$ cat src/rtl/adc_diag_pkg.sv
// ======================================================================
// shared constants and carriers
package adc_diag_pkg;

   // ===================================================================
   // bus geometry
   localparam int ADDR_W = 12;
   localparam int DATA_W = 32;
   localparam int IDX_W = 10;

   // ===================================================================
   // register indices; byte address is four times the index
   localparam logic [7:0] IDX_SEQ_CFG = 8'h10;
   localparam logic [7:0] IDX_SCAN_MASK = 8'h12;
   localparam logic [7:0] IDX_STATUS = 8'h20;
   localparam logic [7:0] IDX_KEY = 8'hbf;
   localparam logic [7:0] IDX_DIAGNOSTICS_ACTIVE = 8'hc0;
   localparam logic [7:0] IDX_PAT_LO = 8'hc1;
   localparam logic [7:0] IDX_PAT_HI = 8'hc2;

   // ===================================================================
   // values, masks and field positions
   localparam logic [7:0] REG_RESET = 8'h00;
   localparam logic [7:0] UNLOCK_KEY = 8'h96;
   localparam logic [7:0] DIAGNOSTICS_ACTIVE_WMASK = 8'h11;
   localparam logic [7:0] SEQ_CFG_WMASK = 8'h13;
   localparam logic [15:0] PATTERN_OFF = 16'h0000;
   localparam int WALK_BIT = 0;
   localparam int INJECT_BIT = 4;
   localparam int SEQUENCE_START_BIT_BIT = 4;
   localparam int SEQUENCING_MODE_SELECT_LSB = 0;
   localparam int STAT_UNLOCK_BIT = 7;
   localparam int STAT_ACTIVE_BIT = 3;

   // ===================================================================
   // channels
   localparam int N_CH = 8;
   localparam int CH_W = 3;

   typedef enum logic [1:0] {
      SEQ_MANUAL = 2'b00,
      SEQ_AUTO = 2'b01,
      SEQ_ON_THE_FLY = 2'b10,
      SEQ_RESERVED = 2'b11
   } sequencing_mode_select_t;

   typedef enum logic {
      SCAN_IDLE = 1'b0,
      SCAN_RUN = 1'b1
   } scan_state_t;

   typedef struct packed {
      logic walk;
      logic inject;
      logic active;
      logic [15:0] pattern;
   } diag_out_t;

   typedef struct packed {
      logic active;
      logic [CH_W-1:0] channel;
   } scan_out_t;

endpackage : adc_diag_pkg

$ cat src/rtl/scan_sequencer.sv
// ======================================================================
// auto-scan channel stepper
module scan_sequencer (
   input wire logic ref_clk,
   input wire logic rst_b,
   input wire logic [adc_diag_pkg::N_CH-1:0] mask,
   input wire adc_diag_pkg::sequencing_mode_select_t mode,
   input wire logic start,
   input wire logic conv_done,
   output adc_diag_pkg::scan_out_t scan
);

   adc_diag_pkg::scan_state_t state;
   adc_diag_pkg::scan_state_t next_state;
   logic [adc_diag_pkg::CH_W-1:0] channel;
   logic [adc_diag_pkg::CH_W-1:0] next_channel;
   logic run_ok;
   logic [adc_diag_pkg::N_CH-1:0] prev_mask;

   // lowest enabled channel above cur, wrapping round
   function automatic logic [adc_diag_pkg::CH_W-1:0] pick_after(
      input logic [adc_diag_pkg::N_CH-1:0] m,
      input logic [adc_diag_pkg::CH_W-1:0] cur);
      logic [adc_diag_pkg::CH_W-1:0] sel;
      logic [adc_diag_pkg::CH_W-1:0] idx;
      logic found;
      sel = cur;
      found = 1'b0;
      for (int i = 1; i <= adc_diag_pkg::N_CH; i++) begin
         idx = adc_diag_pkg::CH_W'((int'(cur) + i) % adc_diag_pkg::N_CH);
         if (!found && m[idx]) begin
            sel = idx;
            found = 1'b1;
         end
      end
      return sel;
   endfunction

   // ===================================================================
   // stepping
   always_comb begin
      run_ok = start && (mode == adc_diag_pkg::SEQ_AUTO) && (|mask);
      next_state = state;
      next_channel = channel;
      case (state)
         adc_diag_pkg::SCAN_IDLE: begin
            if (run_ok) begin
               next_state = adc_diag_pkg::SCAN_RUN;
               next_channel = pick_after(mask,
                  adc_diag_pkg::CH_W'(adc_diag_pkg::N_CH - 1));
            end
         end
         default: begin
            if (!run_ok) begin
               next_state = adc_diag_pkg::SCAN_IDLE;
            end else if (conv_done || !mask[channel]) begin
               // a channel dropped from the mask is left at once
               next_channel = pick_after(mask, channel);
            end
         end
      endcase
   end

   always_ff @(posedge ref_clk or negedge rst_b) begin
      if (!rst_b) begin
         state <= adc_diag_pkg::SCAN_IDLE;
         channel <= '0;
         prev_mask <= '0;
      end else begin
         state <= next_state;
         channel <= next_channel;
         prev_mask <= mask;
      end
   end

   assign scan.active = (state == adc_diag_pkg::SCAN_RUN);
   assign scan.channel = channel;
endmodule // scan_sequencer

$ cat src/rtl/adc_scan_select_diag_regs.sv
// ======================================================================
// Overview of operation
// - each mask bit includes one input
// - diagnostics writes need key 0x96 first
// - inject bit routes test voltage to input six
// - walk mode overrides test voltage injection
// - bit 0 selects bit walk mode
// - low pattern drives bit positions 7..0
// - high pattern drives bit positions 15..8
// - patterns inert while diagnostics inactive
// - mask used only in auto mode
// - start scans ascending; clear stops
module adc_scan_select_diag_regs (
   input wire logic ref_clk,
   input wire logic rst_b,
   input wire logic psel,
   input wire logic penable,
   input wire logic pwrite,
   input wire logic [adc_diag_pkg::ADDR_W-1:0] paddr,
   input wire logic [adc_diag_pkg::DATA_W-1:0] pwdata,
   output logic [adc_diag_pkg::DATA_W-1:0] prdata,
   output logic pready,
   output logic pslverr,
   input wire logic conv_done,
   output adc_diag_pkg::diag_out_t diag,
   output adc_diag_pkg::scan_out_t scan
);

   logic [7:0] seq_cfg;
   logic [7:0] scan_mask;
   logic [7:0] key;
   logic [7:0] diagnostics_active;
   logic [7:0] pat_lo;
   logic [7:0] pat_hi;
   logic [7:0] next_seq_cfg;
   logic [7:0] next_scan_mask;
   logic [7:0] next_key;
   logic [7:0] next_diagnostics_active;
   logic [7:0] next_pat_lo;
   logic [7:0] next_pat_hi;

   logic [adc_diag_pkg::DATA_W-1:0] next_prdata;
   logic next_pready;
   logic next_pslverr;
   adc_diag_pkg::diag_out_t next_diag;

   logic [adc_diag_pkg::IDX_W-1:0] word;
   logic aligned;
   logic access;
   logic wr_fire;
   logic unlocked;
   logic mapped;
   logic read_only;
   logic is_diag;
   logic [7:0] wbyte;
   logic [7:0] rd_val;
   logic [7:0] status;

   // ===================================================================
   // address decode
   assign word = paddr[adc_diag_pkg::ADDR_W-1:2];
   assign aligned = (paddr[1:0] == 2'b00);
   assign wbyte = pwdata[7:0];
   // request seen in its first access cycle; answered one edge later
   assign access = psel && penable && !pready;
   // writes land on the edge that samples pready high
   assign wr_fire = psel && penable && pready && pwrite;
   assign unlocked = (key == adc_diag_pkg::UNLOCK_KEY);

   always_comb begin
      mapped = 1'b1;
      read_only = 1'b0;
      is_diag = 1'b0;
      rd_val = 8'h00;
      if (!aligned) begin
         mapped = 1'b0;
      end else if (word == {2'b00, adc_diag_pkg::IDX_SEQ_CFG}) begin
         rd_val = seq_cfg;
      end else if (word == {2'b00, adc_diag_pkg::IDX_SCAN_MASK}) begin
         rd_val = scan_mask;
      end else if (word == {2'b00, adc_diag_pkg::IDX_STATUS}) begin
         rd_val = status;
         read_only = 1'b1;
      end else if (word == {2'b00, adc_diag_pkg::IDX_KEY}) begin
         rd_val = key;
      end else if (word == {2'b00, adc_diag_pkg::IDX_DIAGNOSTICS_ACTIVE}) begin
         rd_val = diagnostics_active;
         is_diag = 1'b1;
      end else if (word == {2'b00, adc_diag_pkg::IDX_PAT_LO}) begin
         rd_val = pat_lo;
         is_diag = 1'b1;
      end else if (word == {2'b00, adc_diag_pkg::IDX_PAT_HI}) begin
         rd_val = pat_hi;
         is_diag = 1'b1;
      end else begin
         mapped = 1'b0;
      end
   end

   always_comb begin
      status = 8'h00;
      status[adc_diag_pkg::STAT_UNLOCK_BIT] = unlocked;
      status[adc_diag_pkg::STAT_ACTIVE_BIT] = scan.active;
      status[adc_diag_pkg::CH_W-1:0] = scan.channel;
   end

   // ===================================================================
   // bus answer
   always_comb begin
      next_pready = access;
      next_pslverr = 1'b0;
      next_prdata = 32'h0000_0000;
      if (access) begin
         next_pslverr = !mapped || (pwrite && read_only);
         if (!pwrite && mapped) begin
            next_prdata = {24'h00_0000, rd_val};
         end
      end
   end

   always_ff @(posedge ref_clk or negedge rst_b) begin
      if (!rst_b) begin
         pready <= 1'b0;
         pslverr <= 1'b0;
         prdata <= 32'h0000_0000;
      end else begin
         pready <= next_pready;
         pslverr <= next_pslverr;
         prdata <= next_prdata;
      end
   end

   // ===================================================================
   // register file
   always_comb begin
      next_seq_cfg = seq_cfg;
      next_scan_mask = scan_mask;
      next_key = key;
      next_diagnostics_active = diagnostics_active;
      next_pat_lo = pat_lo;
      next_pat_hi = pat_hi;
      if (wr_fire && aligned) begin
         if (word == {2'b00, adc_diag_pkg::IDX_SEQ_CFG}) begin
            next_seq_cfg = wbyte & adc_diag_pkg::SEQ_CFG_WMASK;
         end
         if (word == {2'b00, adc_diag_pkg::IDX_SCAN_MASK}) begin
            next_scan_mask = wbyte;
         end
         if (word == {2'b00, adc_diag_pkg::IDX_KEY}) begin
            next_key = wbyte;
         end
         // locked: the write completes on the bus but stores nothing
         if (unlocked) begin
            if (word == {2'b00, adc_diag_pkg::IDX_DIAGNOSTICS_ACTIVE}) begin
               next_diagnostics_active = wbyte & adc_diag_pkg::DIAGNOSTICS_ACTIVE_WMASK;
            end
            if (word == {2'b00, adc_diag_pkg::IDX_PAT_LO}) begin
               next_pat_lo = wbyte;
            end
            if (word == {2'b00, adc_diag_pkg::IDX_PAT_HI}) begin
               next_pat_hi = wbyte;
            end
         end
      end
   end

   always_ff @(posedge ref_clk or negedge rst_b) begin
      if (!rst_b) begin
         seq_cfg <= adc_diag_pkg::REG_RESET;
         scan_mask <= adc_diag_pkg::REG_RESET;
         key <= adc_diag_pkg::REG_RESET;
         diagnostics_active <= adc_diag_pkg::REG_RESET;
         pat_lo <= adc_diag_pkg::REG_RESET;
         pat_hi <= adc_diag_pkg::REG_RESET;
      end else begin
         seq_cfg <= next_seq_cfg;
         scan_mask <= next_scan_mask;
         key <= next_key;
         diagnostics_active <= next_diagnostics_active;
         pat_lo <= next_pat_lo;
         pat_hi <= next_pat_hi;
      end
   end

   // ===================================================================
   // diagnostics controls toward the converter
   always_comb begin
      next_diag.walk = diagnostics_active[adc_diag_pkg::WALK_BIT];
      // walk mode wins, so injection never disturbs a bit walk
      next_diag.inject = diagnostics_active[adc_diag_pkg::INJECT_BIT]
         && !diagnostics_active[adc_diag_pkg::WALK_BIT];
      next_diag.active = diagnostics_active[adc_diag_pkg::WALK_BIT]
         || diagnostics_active[adc_diag_pkg::INJECT_BIT];
      next_diag.pattern = adc_diag_pkg::PATTERN_OFF;
      if (next_diag.active) begin
         next_diag.pattern = {pat_hi, pat_lo};
      end
   end

   always_ff @(posedge ref_clk or negedge rst_b) begin
      if (!rst_b) begin
         diag <= '0;
      end else begin
         diag <= next_diag;
      end
   end

   // ===================================================================
   // channel stepping
   scan_sequencer u_seq (
      .ref_clk(ref_clk),
      .rst_b(rst_b),
      .mask(scan_mask),
      .mode(adc_diag_pkg::sequencing_mode_select_t'(
         seq_cfg[adc_diag_pkg::SEQUENCING_MODE_SELECT_LSB +: 2])),
      .start(seq_cfg[adc_diag_pkg::SEQUENCE_START_BIT_BIT]),
      .conv_done(conv_done),
      .scan(scan)
   );
endmodule // adc_scan_select_diag_regs

$ cat config.mk
export PLATFORM = sky130hd
export DESIGN_NAME = adc_scan_select_diag_regs
export DESIGN_NICKNAME = d
export VERILOG_FILES = /design/src/rtl/adc_diag_pkg.sv /design/src/rtl/scan_sequencer.sv /design/src/rtl/adc_scan_select_diag_regs.sv
export SDC_FILE = /design/constraint.sdc
export NUM_CORES = 1
export LEC_CHECK = 0
export BUFFER_PORTS_ARGS = -buffer_cell sky130_fd_sc_hd__buf_2
export CORE_MARGIN = 1.5
export CORE_UTILIZATION = 40
export DETAILED_ROUTE_END_ITERATION = 8
export PLACE_DENSITY = 0.75
export SKIP_CTS_REPAIR_TIMING = 1
export SLEW_MARGIN = 40
export SYNTH_ARGS = -nofsm -noshare
export SYNTH_HDL_FRONTEND = slang
export SYNTH_SLANG_ARGS = --single-unit
$ cat constraint.sdc
create_clock -name ref_clk -period 7.53 [get_ports ref_clk]
set_input_delay 0.753 -clock ref_clk [delete_from_list [all_inputs] [get_ports ref_clk]]
set_output_delay 0.753 -clock ref_clk [all_outputs]
set_load 0.01 [all_outputs]
==> results of run 1 <==
per-stage QoR:
step                      utilization (%)  power (uW)  area [sq um]  worst slack (ns)
after global placement               44.6         413          4400              4.10
after detailed placement             44.6         414          4400              4.11
after CTS                            46.7         725          4610              4.10
after global routing                 46.7         744          4610              3.81
final                                46.7         718          4610              4.13
after floorplan                         -         403          4190              4.03
power groups by stage:
| stage | registers [uW] | clock network [uW] | logic, uW |
|---|---|---|---|
| finish | 376 | 312 | 30.0 |
| global route | 377 | 333 | 34.3 |
| CTS | 376 | 318 | 30.5 |
| detailed placement | 384 | 0 | 30.5 |
| global placement | 384 | 0 | 29.4 |
| floorplan | 384 | 0 | 18.4 |
final timing paths:
| check | from | endpoint | slack [ns] | depth (start not counted) |
|---|---|---|---|---|
| worst min register to register | pready$_DFF_PN0_ | pready$_DFF_PN0_ | 0.48 | 1 |
| max in group asynchronous | rst_b | diag[18]$_DFF_PN0_ | 6.59 | 2 |
| worst max register to register | u_seq.channel[0]$_DFFE_PN0P_ | u_seq.channel[1]$_DFFE_PN0P_ | 4.13 | 9 |
| min in group asynchronous | rst_b | prdata[1]$_DFF_PN0_ | 0.49 | 2 |
| worst max-delay path | u_seq.channel[0]$_DFFE_PN0P_ | u_seq.channel[1]$_DFFE_PN0P_ | 4.13 | 9 |
| worst min-delay path | pready$_DFF_PN0_ | pready$_DFF_PN0_ | 0.48 | 1 |
critical path, stage by stage, from the launching register on:
cell and delay (ns):
dfrtp_1 0.33, buf_4 0.31, inv_1 0.18, ha_1 0.52, inv_2 0.21, mux4_2 0.60, or4_4 0.58, o221a_1 0.26
a22oi_1 0.18, a31oi_1 0.10
logic make-up after synthesis:
group | count (synthesis)
XOR/XNOR | 5
AND/OR/NAND/NOR | 99
other | 1
multiplexers | 71
adder cells (fa/ha/maj) | 2
flip-flops | 70
buffers and inverters | 54
AO/OA/AOI/OAI | 62
per-layer routing:
layer  vias to the layer above  share of wire [%]  global-route usage (%)
met2                       170                 48                    27.8
li1                       1414                  -                       -
met4                         0                2.9                    8.63
met5                         -                  0                       0
met3                        23                6.9                    3.82
met1                      1606                 42                    24.1
synthesized netlist by cell type, types with 6 or more instances:
| cell | count | area, sq um |
|---|---|---|
| inv_1 | 9 | 33.8 |
| mux2_2 | 39 | 439 |
| o22ai_1 | 6 | 37.5 |
| a21oi_1 | 10 | 50.1 |
| nand2_1 | 20 | 75.1 |
| nor3_1 | 9 | 45.0 |
| a222oi_1 | 7 | 70.1 |
| mux4_2 | 17 | 383 |
| nand3_1 | 7 | 35.0 |
| dfrtp_1 | 70 | 1750 |
| buf_4 | 25 | 188 |
| mux2i_1 | 11 | 110 |
| nor4_1 | 6 | 37.5 |
| clkbuf_1 | 16 | 60.1 |
| nor2b_1 | 17 | 106 |
| nor2_1 | 21 | 78.8 |
state kept, by name (all words and copies together), names as in the netlist, 2 cells and up:
register and count:
diagnostics_active 2, u_seq.channel 3, pat_hi 8, key 8, prdata 8, diag 19, pat_lo 8, seq_cfg 3
scan_mask 8
cell type report:
type / count / share of cell area, %
Timing Repair Buffer: 61 / 6.87
Tap cell: 133 / 3.61
Multi-Input combinational cell: 263 / 46.3
Inverter: 10 / 0.814
Sequential cell: 70 / 38.0
Clock inverter: 7 / 1.76
Clock buffer: 9 / 2.69
placed cells by master (no fill, tap or decap), drive strengths merged, types with 4 or more instances in the layout:
cell type	count
inv	13
a22oi	5
and2	5
o22ai	6
a21oi	10
a222oi	7
o21ai	4
nor2	21
dfrtp	70
conb	24
nand2	20
buf	61
nor4	7
nor2b	17
nor3	10
mux2	43
mux4	17
mux2i	11
nand3	7
clkbuf	9
==> impl_metrics.tcl, run 1 <==
set metrics [dict create \
    run_status "finished clean" \
    post_synth_mux_area_share_pct 24.2 \
    dp_cells 537 \
    buffer_levels_on_the_longest_clock_path 2 \
    final-seq-area_sq_um 1750 \
    min_period_ns 3.40 \
    largest_net_degree_at_the_start_of_global_routing 71 \
    dp.final_hpwl_microns 6740 \
    cts.reportedPaths.clkPinSlew_ns 0.08 \
    global_route_wire_length_before_repair_microns 15400 \
    internal_power_uw 542 \
    cap_viol_max_count 0 \
    relSlewSlack_pct 47.1 \
    htree_num_levels 3 \
    synth_enable_flop_cells 0 \
    min-delay-path-class "reg -> reg" \
    final-hold-violation-count 0 \
    cts_buffers 9 \
    route.vias.total 3213 \
    io_buffers 58 \
    detailedRoute.firstPassIterationCount 5 \
    overflow 0 \
    critical_path.max_fanout 23 \
    placeable_core_area_sq_um 9860 \
    postSynthAreaPerCell_sq_um 11.3 \
    routed_wirelength_microns 9330 \
    synth_simple_gate_area_share_pct 12.6 \
    vdd.ir_drop.worst_v 0.000112 \
    area_fraction_in_compound_gates_after_synthesis_pct 11.3 \
    power.share.clock_pct 43.4 \
    main_combinational_cell_family_by_area_after_synthesis "multiplexers" \
    final.setup.tns_ns 0 \
    synth_cell_type_count 58 \
    post_drt_via_cell_ratio 5.81 \
    worst_margin_pin_slew_ns 0.788 \
    die_area_sq_um 10900 \
    total_leakage_power_uw 0.00216 \
    filler_cell_count 900 \
    clock-sinks 70 \
    initial_standard_cell_utilization_of_the_core_pct 41.6 \
    netlist_area_sq_um 4100 \
    synth_async_sr_flop_share_pct 100 \
    synth-xor-area-share_pct 1.07 \
    grt_usage_pct 18.0 \
    route.detailed.drc 0 \
    floorplan.io_pins 107 \
    fin_crit_sh_pct 45.2 \
    worstSetupPathType "reg -> reg" \
    power.share.sequential_pct 52.4 \
    detail_route.iter0.violations 425 \
    synth_seq_area_share_pct 42.7 \
    yosysWarningCount 0 \
    antenna-diode-count 0 \
    first_global_vias 3014 \
    floorplan.die.width_microns 104 \
    final_nets 467 \
    synth_ff_type "dfrtp_1" \
    tritoncts "done" \
    comb_power_share_pct 4.2 \
    multi_input_comb_area_sq_um 2130 \
    max_freq_ghz 0.294 \
    switching_power_uw 177 \
    synthCells 364 \
    globalplace.congestion 0.945 \
    die_y_microns 104 \
    timing.final.setup_violations 0 \
    syn2layout_area_growth_pct 12.4 \
    synth_adder_area_share_pct 0.610 \
    stdcell_count 553 \
    std_cell_rows 36 \
    timing.critical_path.required_ns 7.75 \
    power-per-cell-area_nw_per_um2 156 \
    grt_setup_unrepaired "no" \
    grt_antenna_before_repair 0 \
    wl_per_cell_microns 16.9 \
    cts_root_buffer "clkbuf_8" \
    final_layout_size_suffix_gt1_share_pct 34.3 \
    yosys_register_bits 70 \
    clk-insertion-delay-late_ns 0.35 \
    swShare_pct 24.6 \
    setup.worst_path.end_class "flip-flop" \
    critPathLaunchType "flip-flop" \
    fin_skew_ns 0.00605 \
    finalHoldWorstSlack_ns 0.479 \
    final_max_slew_viol_count 0 \
    worst-endpoint-arrival_ns 3.62 \
    ant_nets 0 \
]
Note: power is estimated with default switching activity, not from simulation.
==> run 2: changes to the inputs <==
--- a/config.mk
+++ b/config.mk
@@ -9,7 +9,7 @@
 export CORE_MARGIN = 1.5
 export CORE_UTILIZATION = 40
 export DETAILED_ROUTE_END_ITERATION = 8
-export PLACE_DENSITY = 0.75
+export PLACE_DENSITY = 0.78
 export SKIP_CTS_REPAIR_TIMING = 1
 export SLEW_MARGIN = 40
 export SYNTH_ARGS = -nofsm -noshare
==> constraint.sdc (replaced) <==
create_clock -name ref_clk -period 2.85 [get_ports ref_clk]
set_input_delay 0.285 -clock ref_clk [delete_from_list [all_inputs] [get_ports ref_clk]]
set_output_delay 0.285 -clock ref_clk [all_outputs]
set_load 0.01 [all_outputs]
==> impl_metrics.tcl, run 2 (synthesis results as in run 1) <==
set metrics [dict create \
    run_status "finished clean" \
    wl_per_cell_microns 16.9 \
    global_route_wire_length_before_repair_microns 16200 \
    largest_register_ffs 19 \
    ant_nets 0 \
    cts.reportedPaths.clkPinSlew_ns 0.08 \
    worst_hold_path.num_cells 3 \
    die_area_sq_um 10900 \
    worstSetupPathType "reg -> reg" \
    final_max_slew_viol_count 0 \
    critPathLaunchType "flip-flop" \
    worst_r2r_endpoint "u_seq.channel[1]$_DFFE_PN0P_" \
    placedInstanceArea_sq_um 4600 \
    final.setup.tns_ns 0 \
    route.vias.total 3195 \
    std_cell_rows 36 \
    power.share.clock_pct 41.6 \
    worst_margin_pin_slew_ns 0.778 \
    die_y_microns 104 \
    cp_slowest_cell "mux4_2" \
    fin_crit_sh_pct 96.2 \
    final_layout_size_suffix_gt1_share_pct 41.6 \
    grt_usage_pct 18.7 \
    clock-sinks 70 \
    switching_power_uw 424 \
    grt_antenna_before_repair 0 \
    final_nets 489 \
    cts_buffers 9 \
    comb_power_share_pct 4.3 \
    floorplan.io_pins 107 \
    detail_route.iter0.violations 223 \
    cpPeakStageDelay_ns 0.56 \
    detailedRoute.firstPassIterationCount 6 \
    cap_viol_max_count 0 \
    relSlewSlack_pct 47.7 \
    min-delay-path-class "in -> reg" \
    timing.final.setup_violations 0 \
    htree_num_levels 3 \
    globalplace.congestion 0.874 \
    syn2layout_area_growth_pct 19.6 \
    critical_path.max_fanout 9 \
    post_drt_via_cell_ratio 5.56 \
    layout_common_cells "68 x dfrtp_1, 58 x buf_2, 39 x mux2_2, 24 x conb_1, 23 x buf_4" \
    timing.hold.worst_endpoint "pready$_DFF_PN0_" \
    reg2regPathDepth 7 \
    buffer_levels_on_the_longest_clock_path 2 \
    final-hold-violation-count 0 \
    postLayoutCellArea_sq_um 4910 \
    io_buffers 58 \
    crit-reg2reg-launch "u_seq.channel[0]$_DFFE_PN0P_" \
    max_freq_ghz 0.365 \
    timing.critical_path.required_ns 3.06 \
    power-per-cell-area_nw_per_um2 375 \
    ff2ff_setup_slack_ns 0.11 \
    max_flop_register "diag" \
    overflow 0 \
    cts_root_buffer "clkbuf_8" \
    crit_buf_inv 1 \
    initial_standard_cell_utilization_of_the_core_pct 41.6 \
    crit_chain "buf_12 > mux2_4 > mux4_2 > or4_4 > o221a_1 > a22oi_1 > a31oi_1" \
    largest_net_degree_at_the_start_of_global_routing 58 \
    stdcell_count 575 \
    tritoncts "done" \
    swShare_pct 23.0 \
    fin_skew_ns 0.0100 \
    setup.worst_path.end_class "flip-flop" \
    worst-endpoint-arrival_ns 2.95 \
    dp_cells 557 \
    internal_power_uw 1420 \
    floorplan.die.width_microns 104 \
    dp.final_hpwl_microns 7310 \
    placeable_core_area_sq_um 9860 \
    route.detailed.drc 0 \
    routed_wirelength_microns 9730 \
    first_global_vias 3182 \
    min_period_ns 2.74 \
    vdd.ir_drop.worst_v 0.000250 \
    clk-insertion-delay-late_ns 0.34 \
    antenna-diode-count 0 \
    mostFrequentLayoutCell "dfrtp_1" \
    total_leakage_power_uw 0.00228 \
    worst_path_dominant_cell_family "multiplexers" \
    hold_path_startpoint "penable" \
    finish.utilization_pct 49.7 \
    grt_setup_unrepaired "yes" \
    power.share.sequential_pct 54.1 \
]
## run 2: worst register-to-register path: cells and delay by family (launching register included)
family,cells,cell delay (ns)
muxes,2,0.89
and+or+nand+nor,1,0.47
buffers and inverters,1,0.19
DFF,1,0.53
AOI/OAI and AO/OA,3,0.54
## run 2: power groups by stage
stage	clock network, uW	registers, uW	logic [uW]
after floorplan	0	1020	48.5
after global placement	0	1010	77.1
after detailed placement	0	1010	79.7
after CTS	782	995	79.5
after global routing	829	995	92.0
final	766	995	79.7
## run 2: per-layer routing
metal	vias up	GRT usage [%]	share of wire [%]
met5	-	0	0
li1	1460	-	-
met1	1601	25.6	44
met3	15	4.39	5.7
met2	119	28.8	48
met4	0	7.34	2.2
## run 2: worst max-delay path by stage
stage | slack (ns) | endpoint | start | cells after the start
floorplan | -0.009 | u_seq.channel[1]$_DFFE_PN0P_ | u_seq.channel[0]$_DFFE_PN0P_ | 11
global placement | 0.06 | u_seq.channel[2]$_DFFE_PN0P_ | u_seq.channel[0]$_DFFE_PN0P_ | 9
detailed placement | -0.01 | u_seq.channel[2]$_DFFE_PN0P_ | u_seq.channel[0]$_DFFE_PN0P_ | 9
CTS | 0.001 | u_seq.channel[2]$_DFFE_PN0P_ | u_seq.channel[0]$_DFFE_PN0P_ | 9
global route | -0.009 | u_seq.channel[1]$_DFFE_PN0P_ | u_seq.channel[0]$_DFFE_PN0P_ | 8
finish | 0.11 | u_seq.channel[1]$_DFFE_PN0P_ | u_seq.channel[0]$_DFFE_PN0P_ | 7
## run 2: final cells by class
class	instances	area [sq um]
fill	907	4960
multi-input combinational	263	2250
sequential	70	1750
timing repair buffer	83	493
tap	133	166
clock buffer	10	128
clock inverter	6	62.6
inverter	10	55.1
## run 2: through the flow
step | hold WS (ns) | total power (uW) | setup slack (ns)
floorplan | -0.0106 | 1060 | -0.00863
global placement | 0.188 | 1090 | 0.0615
detailed placement | 0.192 | 1090 | -0.0101
CTS | -0.177 | 1860 | 0.00103
global route | 0.210 | 1920 | -0.00920
finish | 0.202 | 1840 | 0.108
